===== src/hw/pwr_mode_pkg.sv =====
// Constants for the CPU idle and stop power mode controller
package pwr_mode_pkg;
   localparam int CTRL_W = 8;
   localparam int IDLE_BIT = 0;
   localparam int STOP_BIT = 1;
   localparam logic [7:0] CTRL_RST = 8'h00;
   localparam logic [15:0] RESET_VECTOR = 16'h0000;
   localparam int CLK_MHZ = 40;
   localparam int DETECT_TIMEOUT_US = 100;
   localparam int DETECT_CYCLES = DETECT_TIMEOUT_US * CLK_MHZ;
   localparam int IRQ_N = 8;
   typedef enum logic [1:0] {RUN, IDLE, STOP} pmode_t;
endpackage


===== src/hw/cpu_power_modes.sv =====
// CPU idle and stop power mode controller with clock gates and wake logic
// How it works
// Idle starts only after the instruction writing the idle bit retires.
// Idle only gates the CPU clock; no register is altered.
// Peripheral clock enable stays high throughout idle.
// Idle ends on an enabled interrupt or any reset.
// Interrupt wake clears the idle bit and restarts the CPU.
// CPU resumes at the instruction after the one that requested idle.
// Reset during idle runs a normal reset and fetches from the reset vector.
// Watchdog keeps its clock in idle and its expiry resets the device.
// Software disables the watchdog first if idle must last indefinitely.
// Stop starts only after the instruction writing the stop bit retires.
// Stop halts oscillator, CPU and digital peripherals; external oscillator untouched.
// In stop only the missing clock detector stays live; analog enables hold.
// Stop ends only by reset, then execution restarts at the reset vector.
// An enabled missing clock detector sees the halt and requests reset.
// Software disables the detector for stops longer than its timeout.
// Stop select bit reads back as zero.
// Idle select bit reads back as zero.
// Wake request needs a pending flag, its own enable and the global enable.
`timescale 1ns/1ps
module cpu_power_modes #(
   parameter int IRQ_N = pwr_mode_pkg::IRQ_N
) (
   input wire logic ref_clk, // System clock
   input wire logic rstn, // Any device reset, active low
   input wire logic ctrl_wr, // Core writes the power control register
   input wire logic [7:0] ctrl_wdata, // Write data
   input wire logic instr_done, // Current instruction retires this cycle
   input wire logic [IRQ_N-1:0] irq_pend, // Pending interrupt flags
   input wire logic [IRQ_N-1:0] irq_en, // Per-source enables
   input wire logic irq_global_en, // Global interrupt enable
   input wire logic wdt_expire, // Watchdog timer expiry pulse
   input wire logic mcd_enable, // Missing clock detector enabled
   output logic [7:0] ctrl_rdata, // Power control register readback
   output logic cpu_clk_en, // Gate for the CPU clock
   output logic periph_clk_en, // Gate for digital peripheral clocks
   output logic int_osc_en, // Internal oscillator run enable
   output logic wake_irq, // One-cycle pulse: idle ended by interrupt
   output logic reset_req, // Internal reset request to reset logic
   output logic [15:0] fetch_addr_on_reset, // Vector fetched after reset
   output logic idle_active, // Device is idle
   output logic stop_active // Device is stopped
);
   pwr_mode_pkg::pmode_t mode_reg;
   logic [7:0] flags_reg;
   logic idle_req_reg;
   logic stop_req_reg;
   logic wake_next;
   logic [$clog2(pwr_mode_pkg::DETECT_CYCLES+1)-1:0] mcd_cnt_reg;
   logic [7:0] ctrl_rdata_next;
   logic [$clog2(pwr_mode_pkg::DETECT_CYCLES+1)-1:0] stop_watch_reg;
   // Margin below the detector timeout in which no detector reset may appear
   localparam int MCD_QUIET = pwr_mode_pkg::DETECT_CYCLES - 2;

   // Wake request from qualified pending interrupts
   assign wake_next = irq_global_en && |(irq_pend & irq_en);

   // Mode select bits are write-only; only the general flags read back
   always_comb begin
      ctrl_rdata_next = flags_reg;
      ctrl_rdata_next[pwr_mode_pkg::IDLE_BIT] = 1'b0;
      ctrl_rdata_next[pwr_mode_pkg::STOP_BIT] = 1'b0;
   end

   // Mode bits latched on write, acted on once the writing instruction retires
   always_ff @(posedge ref_clk or negedge rstn) begin
      if (!rstn) begin
         idle_req_reg <= 1'b0;
         stop_req_reg <= 1'b0;
         flags_reg <= pwr_mode_pkg::CTRL_RST;
      end else if (ctrl_wr && mode_reg == pwr_mode_pkg::RUN) begin
         flags_reg <= ctrl_wdata;
         idle_req_reg <= ctrl_wdata[pwr_mode_pkg::IDLE_BIT];
         stop_req_reg <= ctrl_wdata[pwr_mode_pkg::STOP_BIT];
      end else if (instr_done || mode_reg != pwr_mode_pkg::RUN) begin
         idle_req_reg <= 1'b0;
         stop_req_reg <= 1'b0;
      end
   end

   // Mode sequencing: stop beats idle when both bits are written together
   always_ff @(posedge ref_clk or negedge rstn) begin
      if (!rstn) begin
         mode_reg <= pwr_mode_pkg::RUN;
      end else begin
         unique case (mode_reg)
            pwr_mode_pkg::RUN: begin
               if (instr_done && stop_req_reg) begin
                  mode_reg <= pwr_mode_pkg::STOP;
               end else if (instr_done && idle_req_reg) begin
                  mode_reg <= pwr_mode_pkg::IDLE;
               end
            end
            pwr_mode_pkg::IDLE: begin
               if (wake_next) begin
                  mode_reg <= pwr_mode_pkg::RUN;
               end
            end
            pwr_mode_pkg::STOP: begin
               mode_reg <= pwr_mode_pkg::STOP;
            end
            default: mode_reg <= pwr_mode_pkg::RUN;
         endcase
      end
   end

   // Missing clock detector: counts while the system clock is halted
   always_ff @(posedge ref_clk or negedge rstn) begin
      if (!rstn) begin
         mcd_cnt_reg <= '0;
      end else if (mode_reg == pwr_mode_pkg::STOP && mcd_enable) begin
         if (mcd_cnt_reg != ($bits(mcd_cnt_reg))'(pwr_mode_pkg::DETECT_CYCLES)) begin
            mcd_cnt_reg <= mcd_cnt_reg + 1'b1;
         end
      end else begin
         mcd_cnt_reg <= '0;
      end
   end

   always_ff @(posedge ref_clk or negedge rstn) begin
      if (!rstn) begin
         reset_req <= 1'b0;
         wake_irq <= 1'b0;
      end else begin
         // Watchdog acts in run and idle only; in stop it is already halted
         reset_req <= (wdt_expire && mode_reg != pwr_mode_pkg::STOP)
            || (mode_reg == pwr_mode_pkg::STOP && mcd_enable
            && mcd_cnt_reg == ($bits(mcd_cnt_reg))'(pwr_mode_pkg::DETECT_CYCLES));
         wake_irq <= mode_reg == pwr_mode_pkg::IDLE && wake_next;
      end
   end

   // Every gate and status output leaves a flip-flop, one edge after the mode
   always_ff @(posedge ref_clk or negedge rstn) begin
      if (!rstn) begin
         cpu_clk_en <= 1'b1;
         periph_clk_en <= 1'b1;
         int_osc_en <= 1'b1;
         idle_active <= 1'b0;
         stop_active <= 1'b0;
         ctrl_rdata <= pwr_mode_pkg::CTRL_RST;
         fetch_addr_on_reset <= pwr_mode_pkg::RESET_VECTOR;
      end else begin
         cpu_clk_en <= mode_reg == pwr_mode_pkg::RUN;
         periph_clk_en <= mode_reg != pwr_mode_pkg::STOP;
         int_osc_en <= mode_reg != pwr_mode_pkg::STOP;
         idle_active <= mode_reg == pwr_mode_pkg::IDLE;
         stop_active <= mode_reg == pwr_mode_pkg::STOP;
         ctrl_rdata <= ctrl_rdata_next;
         fetch_addr_on_reset <= pwr_mode_pkg::RESET_VECTOR;
      end
   end

   // Assertion helper: cycles seen stopped with the detector on, counted from outputs
   always_ff @(posedge ref_clk or negedge rstn) begin
      if (!rstn) begin
         stop_watch_reg <= '0;
      end else if (stop_active && mcd_enable) begin
         if (stop_watch_reg != ($bits(stop_watch_reg))'(pwr_mode_pkg::DETECT_CYCLES)) begin
            stop_watch_reg <= stop_watch_reg + 1'b1;
         end
      end else begin
         stop_watch_reg <= '0;
      end
   end
endmodule


===== config.mk =====
export PLATFORM = sky130hd
export DESIGN_NAME = cpu_power_modes
export DESIGN_NICKNAME = d
export VERILOG_FILES = /design/src/hw/pwr_mode_pkg.sv /design/src/hw/cpu_power_modes.sv
export SDC_FILE = /design/constraint.sdc
export NUM_CORES = 1
export LEC_CHECK = 0
export BUFFER_PORTS_ARGS = -buffer_cell sky130_fd_sc_hd__buf_2
export CAP_MARGIN = 30
export CORE_UTILIZATION = 51
export DETAILED_ROUTE_END_ITERATION = 7
export PLACE_DENSITY = 0.83
export SYNTH_ARGS = -nofsm -noshare
export SYNTH_HDL_FRONTEND = slang
export SYNTH_SLANG_ARGS = --single-unit
export TNS_END_PERCENT = 50

===== constraint.sdc =====
create_clock -name ref_clk -period 3.5 [get_ports ref_clk]
set_input_delay 0 -clock ref_clk [delete_from_list [all_inputs] [get_ports ref_clk]]
set_output_delay 0 -clock ref_clk [all_outputs]
set_load 0.01 [all_outputs]

Word level (Yosys, flattened, before mapping)
Index checks and enable logic that the tools add are counted.

storage, ports and cells
  register bits = 36
  input bits = 31
  output and inout port bits = 31
  logic and storage cells = 46

operators by class
  add/sub/neg operators = 1
  equality and inequality tests = 8
  muxes and demuxes = 9
  bitwise operators = 1
  reduce and logical (&&, ||, !) cells = 15

operators by type and width
  kind                     number
  $mux W12                 2
  $add A12 B1 Y12 const B  1
  $eq A12 B12 Y1 const B   1
  $ne A12 B12 Y1 const B   1
  $and A8 B8 Y8            1
  $logic_and A1 B1 Y1      8
  $reduce_or A8 Y1         1
  $mux W2                  3
  $pmux W2 S3              1
  $ne A2 B2 Y1 const B     2
  $reduce_bool A2 Y1       2
  $mux W1                  3
  $ne A3 B3 Y1 const B     1
  $eq A2 B1 Y1 const B     1
  $eq A2 B2 Y1 const B     1
  $logic_not A2 Y1         1
  $logic_or A1 B1 Y1       2
  $ne A2 B1 Y1 const B     1
  $reduce_and A2 Y1        1

Depth between registers and ports, before layout
Gate-level depths: netlist (run 1).

  depth after elaboration = 5
  mapped depth = 5
  depth with buffers taken out = 5

Worst setup path before layout (run 1)
No wires, ideal clock.

  kind = reg-to-reg
  from = reg mcd_cnt_reg[0] (netlist bit)
  to = reg mcd_cnt_reg[0] (netlist bit)
  library setup time = 0.079 ns
  arrival time = 1.498 ns
  required time = 3.421 ns
  setup slack = 1.923 ns
  cell stages (with the launch flop) = 6
  buffers on the path = 0
  clock period less this slack = 1.577 ns
  cells stage by stage = dfrtp_1 inv_1 ha_1 or4b_4 nor4_4 mux2i_1

on the way
  word-level cells in the longest chain between the ends = 3
  elaborated cells between the ends (all ways) = 5
  those cells by class = add/sub (1); eq/ne (2); mux (2)

RTL lines
  item                    line                    RTL
  from (decl)             cpu_power_modes.sv:50   logic [$clog2(pwr_mode_pkg::DETECT_CYCLES+1)-1:0] mcd_cnt_reg;
  from (signal assigned)  cpu_power_modes.sv:114  mcd_cnt_reg <= mcd_cnt_reg + 1'b1;
  $add A12 B1 Y12         cpu_power_modes.sv:114
  $mux W12                cpu_power_modes.sv:113  if (mcd_cnt_reg != ($bits(mcd_cnt_reg))'(pwr_mode_pkg::DETECT_CYCLES)) begin
  $mux W12                cpu_power_modes.sv:112  end else if (mode_reg == pwr_mode_pkg::STOP && mcd_enable) begin

Several ways; a longest one is shown, not always the timed one. The select of a mux whose other input is x is not followed.
A chain may end at the register's enable or synchronous reset.

Worst setup path after layout (run 1)
Same ends and word-level chain as after synthesis.

==> results of run 1 <==
cell usage after synthesis (3+ instances only):
cell,instances,area (sq um)
nand4_1,3,18.77
nand2_1,8,30.03
a21oi_1,8,40.04
mux2i_1,3,30.03
nand3_1,5,25.02
nand2b_1,3,18.77
inv_1,7,26.28
or4_1,4,30.03
nor2_1,5,18.77
mux2_2,6,67.56
o31ai_1,4,30.03
o21ai_0,3,15.01
buf_4,19,142.6
a22oi_1,5,37.54
dfrtp_1,32,800.8
cells by family after synthesis:
group                      synth area share, %
DFF                                      53.66
buffers and inverters                    11.80
xor gates and xnor gates                 1.102
muxes                                    6.137
other                                   0.2358
and+or+nand+nor                          16.29
AOI/OAI and AO/OA                        9.206
adders and majority gates                1.573
layout make-up:
class | instances | area (sq um) | area share (%)
repair buffers | 56 | 345.3 | 17.83
well taps | 31 | 38.79 | 2.003
clock inverters | 1 | 5.005 | 0.2584
flip-flops and latches | 34 | 853.3 | 44.06
multi-input cells | 96 | 613.1 | 31.65
inverters | 7 | 26.28 | 1.357
clock buffers | 7 | 55.05 | 2.842
cells in the final DEF (no fill, tap or decap), drive strengths merged, types with 2 or more instances in the layout:
cell type / instances
clkbuf: 7
nor2: 5
dfstp: 2
conb: 18
o21ai: 3
or3: 2
buf: 43
dfrtp: 32
nand4: 3
nor4: 2
or4: 4
nand3b: 2
nor3: 2
ha: 2
mux2: 6
mux2i: 3
a21oi: 8
o31ai: 4
inv: 7
xor2: 2
nand2b: 3
a22oi: 5
dlygate4sd3: 13
nand3: 5
nand2: 8
metal layers:
metal,track usage [%],up-vias,wire (um)
met2,33.50,57,1512
met3,4.464,11,184
met4,15.65,0,111
met1,23.48,568,1188
met5,0,-,0
li1,-,580,-
stage by stage:
stage | total power [mW] | hold WS [ns] | instances | utilization [%] | cell area, sq um
after floorplan | 0.7885 | -0.2956 | 160 | - | 1654
after global placement | 0.8616 | 0.08901 | 211 | 61.23 | 1747
after detailed placement | 0.8796 | 0.09157 | 211 | 61.23 | 1747
after CTS | 1.110 | 0.002872 | 232 | 67.89 | 1937
after global routing | 1.171 | 0.02502 | 232 | 67.89 | 1937
final | 1.102 | 0.003793 | 232 | 67.89 | 1937
where the power goes:
part	leakage [nW]	internal [mW]	switching (mW)	total, mW
combinational	0.430	0.146	0.154	0.299
sequential	0.433	0.515	0.0651	0.580
clock	0.0353	0.0972	0.125	0.222
worst paths after layout:
kind                            slack (ns)  cells after the start            from        endpoint
worst min register to register        0.38                      0    flags_reg[7]   ctrl_rdata[7]
worst max-delay path                  1.78                      5  mcd_cnt_reg[0]  mcd_cnt_reg[0]
min in group asynchronous             0.24                      2            rstn  mcd_cnt_reg[8]
worst max register to register        1.78                      5  mcd_cnt_reg[0]  mcd_cnt_reg[0]
worst min-delay path                 0.004                      4     irq_pend[1]     mode_reg[0]
max in group asynchronous             2.80                      2            rstn    flags_reg[4]
critical path: cells and delay by family, from the launching register on:
family,cells,cell delay [ns]
flip-flops,1,0.45
AND/OR/NAND/NOR,2,0.72
buffers and inverters,1,0.10
multiplexers,1,0.24
adder cells (fa/ha/maj),1,0.13
==> results.ini, run 1 <==
[sta]
tns_ns=0
final.setup.worst_slack_ns=1.781
rsz0062_at_grt=no
fin_skew_ns=0.007131
finalSetupViolCount=0
maxSlewHeadroom_pct=52.01
min_period_over_period_pct=49.13
hold_violations=0
slew_violations=0
period_needed_ns=1.719
worstMarginPinSlew_ns=0.7198
fmax_ghz=0.5816

[setup_path]
cp_slowest_cell=or4b_4
crit_type=flop to flop
worstSetupStartpointType=flop
cp.required_ns=3.77
slowest_delay_ns=0.46
cp_data_arrival_time_ns=1.99
path_cells=inv_1, ha_1, or4b_4, nor4_4, mux2i_1
cp-end-kind=flop
path_max_fanout=6

[floorplan]
io_pins=62
core-area_sq_um=2853
die_y_um=57.84
rows=19
start_util_pct=55.75
die_x_um=57.84
die_area_sq_um=3345

[synthesis]
netlist_instances=143
avgSynthCellArea_sq_um=11.12
synthesis.area_sq_um=1590
ys_types=36
synthArstFlopShare_pct=100.0
synthFlopType=dfrtp_1
synth_edf_count=0
synth-seq-cells=34
yosysSeqAreaShare_pct=53.66
yosysWarnings=0

[run_status]
status=finished with violations
violations=DRC

[route]
drt-initial-drc-count=32
drc=3
avgViaCountPerCell=5.241
wl_per_cell_um=12.91
wirelength_mm=2.996
ant_nets=0
vias=1216
drt-pass1-iter-count=6

[cts]
cts_made_buffers=5
clock_path_buffers=2
post-cts-setup-buffers=0
clk_transition_reported_paths_ns=0.10
cts_resized=0
worstSkewPairLatency_ns=0.34
cts_tree=done
postCtsHoldBufs=13
htree_levels=2
clock-sinks=34
cts_root_buffer=clkbuf_4

[global_routing]
first_global_vias=1197
grt_pass1_wl_mm=4.968
grt_use_total_pct=20.51
antenna_found_initial=0
overflow=0
grt_max_degree=35

[final_layout]
area_growth_pct=21.79
layout-drive-gt1-share_pct=29.85
fill_cells=223
n_antenna_cell=0
largest_reg_flops=12
fin_nets=233

[worst_hold_path]
hold_path.class=primary input to flop

[power_and_ir_drop]
power_density_nw_per_um2=569.0
p_leak_nw=0.8981
irDropWorstVdd_mv=0.3829

[place]
gp_congestion=0.7784
dp_hpwl_mm=2.101
dp_slack_ns=1.791
port_buffers=43

[run]
cap_violations=0

(Power assumes the default switching activity.)
==> run 2, diff against run 1 <==
Settings changed: CORE_UTILIZATION 51 to 43, PLACE_DENSITY 0.83 to 0.75.
Clock period 3.5 ns to 1.4 ns, I/O delays scaled along.
==> run 2 against run 1 <==
  * The run ends with setup timing left
  * Final cell count grew 13%
  * Combinational power grew to 3.0 times the previous value
  * Sequential cell count is the same
  * Wire length grew 1.9%
  * Critical path type unchanged
  * Critical endpoint is now mcd_cnt_reg[1]
  * Highest routed layer unchanged
==> results.ini, run 2 (synthesis gave the netlist of run 1 again) <==
[final_layout]
final_common_cell=buf_2
area_growth_pct=37.37
fill_cells=282
layout-drive-gt1-share_pct=41.40
multi_input_area_sq_um=666.9
ff_latch_area_sq_um=853.3
fin_nets=247
largest_reg_flops=12
final_util_pct=63.47
final_cell_mix=buf_2 (43), dfrtp_1 (32), conb_1 (18)
n_antenna_cell=0

[power_and_ir_drop]
swShare_pct=28.19
p_switching_mw=0.9557
irDropWorstVdd_mv=1.104
combPwrFrac_pct=26.6
p_leak_nw=1.006
seqPwrFrac_pct=41.2
total_power_mw=3.390
p_clk_share_pct=32.2
p_int_mw=2.434
power_density_nw_per_um2=1552

[sta]
min_period_over_period_pct=116.7
whs_ns=0.001718
final.setup.worst_slack_ns=-0.2335
hold_violations=0
finalSetupViolCount=7
fin_skew_ns=0.004743
period_needed_ns=1.633
tns_ns=-1.094
slew_violations=0
fmax_ghz=0.6122
rsz0062_at_grt=yes

[floorplan]
die_y_um=62.82
die_x_um=62.82
core-area_sq_um=3442
die_area_sq_um=3946
io_pins=62
rows=21
start_util_pct=46.20

[worst_hold_path]
hold_path.class=primary input to flop

[route]
drt-pass1-iter-count=4
wirelength_mm=3.053
vias=1250
drc=0
ant_nets=0
drt-initial-drc-count=13
wl_per_cell_um=11.70
avgViaCountPerCell=4.789

[cts]
clock_path_buffers=2
worstSkewPairLatency_ns=0.29
clk_transition_reported_paths_ns=0.07
cts_made_buffers=5
clock-sinks=34
cts_root_buffer=clkbuf_8
htree_levels=2
cts_tree=done

[setup_path]
cp-end-kind=flop
regToRegSetupSlack_ns=-0.23
crit_type=flop to flop
cp.required_ns=1.62
cp_data_arrival_time_ns=1.85
worstSetupStartpointType=flop
path_max_fanout=4

[global_routing]
grt_use_total_pct=16.86
grt_max_degree=35
overflow=0
antenna_found_initial=0
grt_pass1_wl_mm=5.106
first_global_vias=1226

[place]
dp_hpwl_mm=2.090
port_buffers=43
gp_congestion=0.7614

[run_status]
violations=setup timing
status=finished with violations

[run]
cap_violations=0

-- run 2: cell types whose count changed in the layout (fill, tap and decap cells not counted), moves of 2 or more --
cell	before	now
a21oi_1	8	6
a21oi_2	0	2
buf_4	0	17
bufinv_16	0	2
clkbuf_4	5	0
clkbuf_8	1	5
dlygate4sd3_1	13	10
ha_1	2	0
ha_4	0	2
inv_1	7	5
inv_2	0	2
nand3_1	5	3
nand3_2	0	2
-- run 2: critical path, cell delays in order (launching register included) --
cell	delay, ns
dfrtp_1	0.39
inv_2	0.08
ha_4	0.12
or4b_4	0.46
nor4_4	0.15
buf_4	0.18
mux2i_1	0.18
-- run 2: worst paths after layout --
kind / from / endpoint / depth (start not counted)
worst max-delay path: mcd_cnt_reg[0] / mcd_cnt_reg[1] / 6
worst min-delay path: ctrl_wdata[1] / stop_req_reg / 3
worst max register to register: mcd_cnt_reg[0] / mcd_cnt_reg[1] / 6
worst min register to register: flags_reg[4] / ctrl_rdata[4] / 0
max in group asynchronous: rstn / cpu_clk_en / 3
min in group asynchronous: rstn / mcd_cnt_reg[3] / 3
-- run 2: stage by stage --
step                      cells  cell area (sq um)  worst slack [ns]
after floorplan             160               1654           -0.1773
after detailed placement    240               1871           -0.2026
final                       261               2185           -0.2335
after CTS                   261               2138           -0.1974
after global routing        261               2185           -0.3144
after global placement      240               1871           -0.1708
-- run 2: per-layer routing --
metal,wire (um),vias up,track usage (%)
met5,0,-,0
met4,40,0,5.523
met3,188,6,6.022
met2,1494,44,28.53
met1,1330,591,19.76
li1,-,609,-
-- run 2: repair_timing --
item / CTS / global route
buffers inserted: 3 / 1
endpoints found under the hold margin: 41 / 0
gates resized for setup: 4 / 10
pin swaps: 2 / 2
hold buffers: 10 / 0
setup endpoints to repair: 8 / 12
-- run 2: power groups by stage --
stage               clock network [mW]  registers, mW  logic, mW
floorplan                            0           1.49      0.481
global placement                     0           1.41      0.831
detailed placement                   0           1.42      0.845
CTS                               1.10           1.40      0.895
global route                      1.16           1.43      0.996
finish                            1.09           1.40      0.903
-- run 2: area by class of cell --
cell class	count	share of cell area [%]
Clock buffer	5	3.150
Clock inverter	3	3.150
Inverter	7	1.203
Multi-Input combinational cell	96	30.53
Sequential cell	34	39.06
Tap cell	46	2.635
Timing Repair Buffer	70	20.27
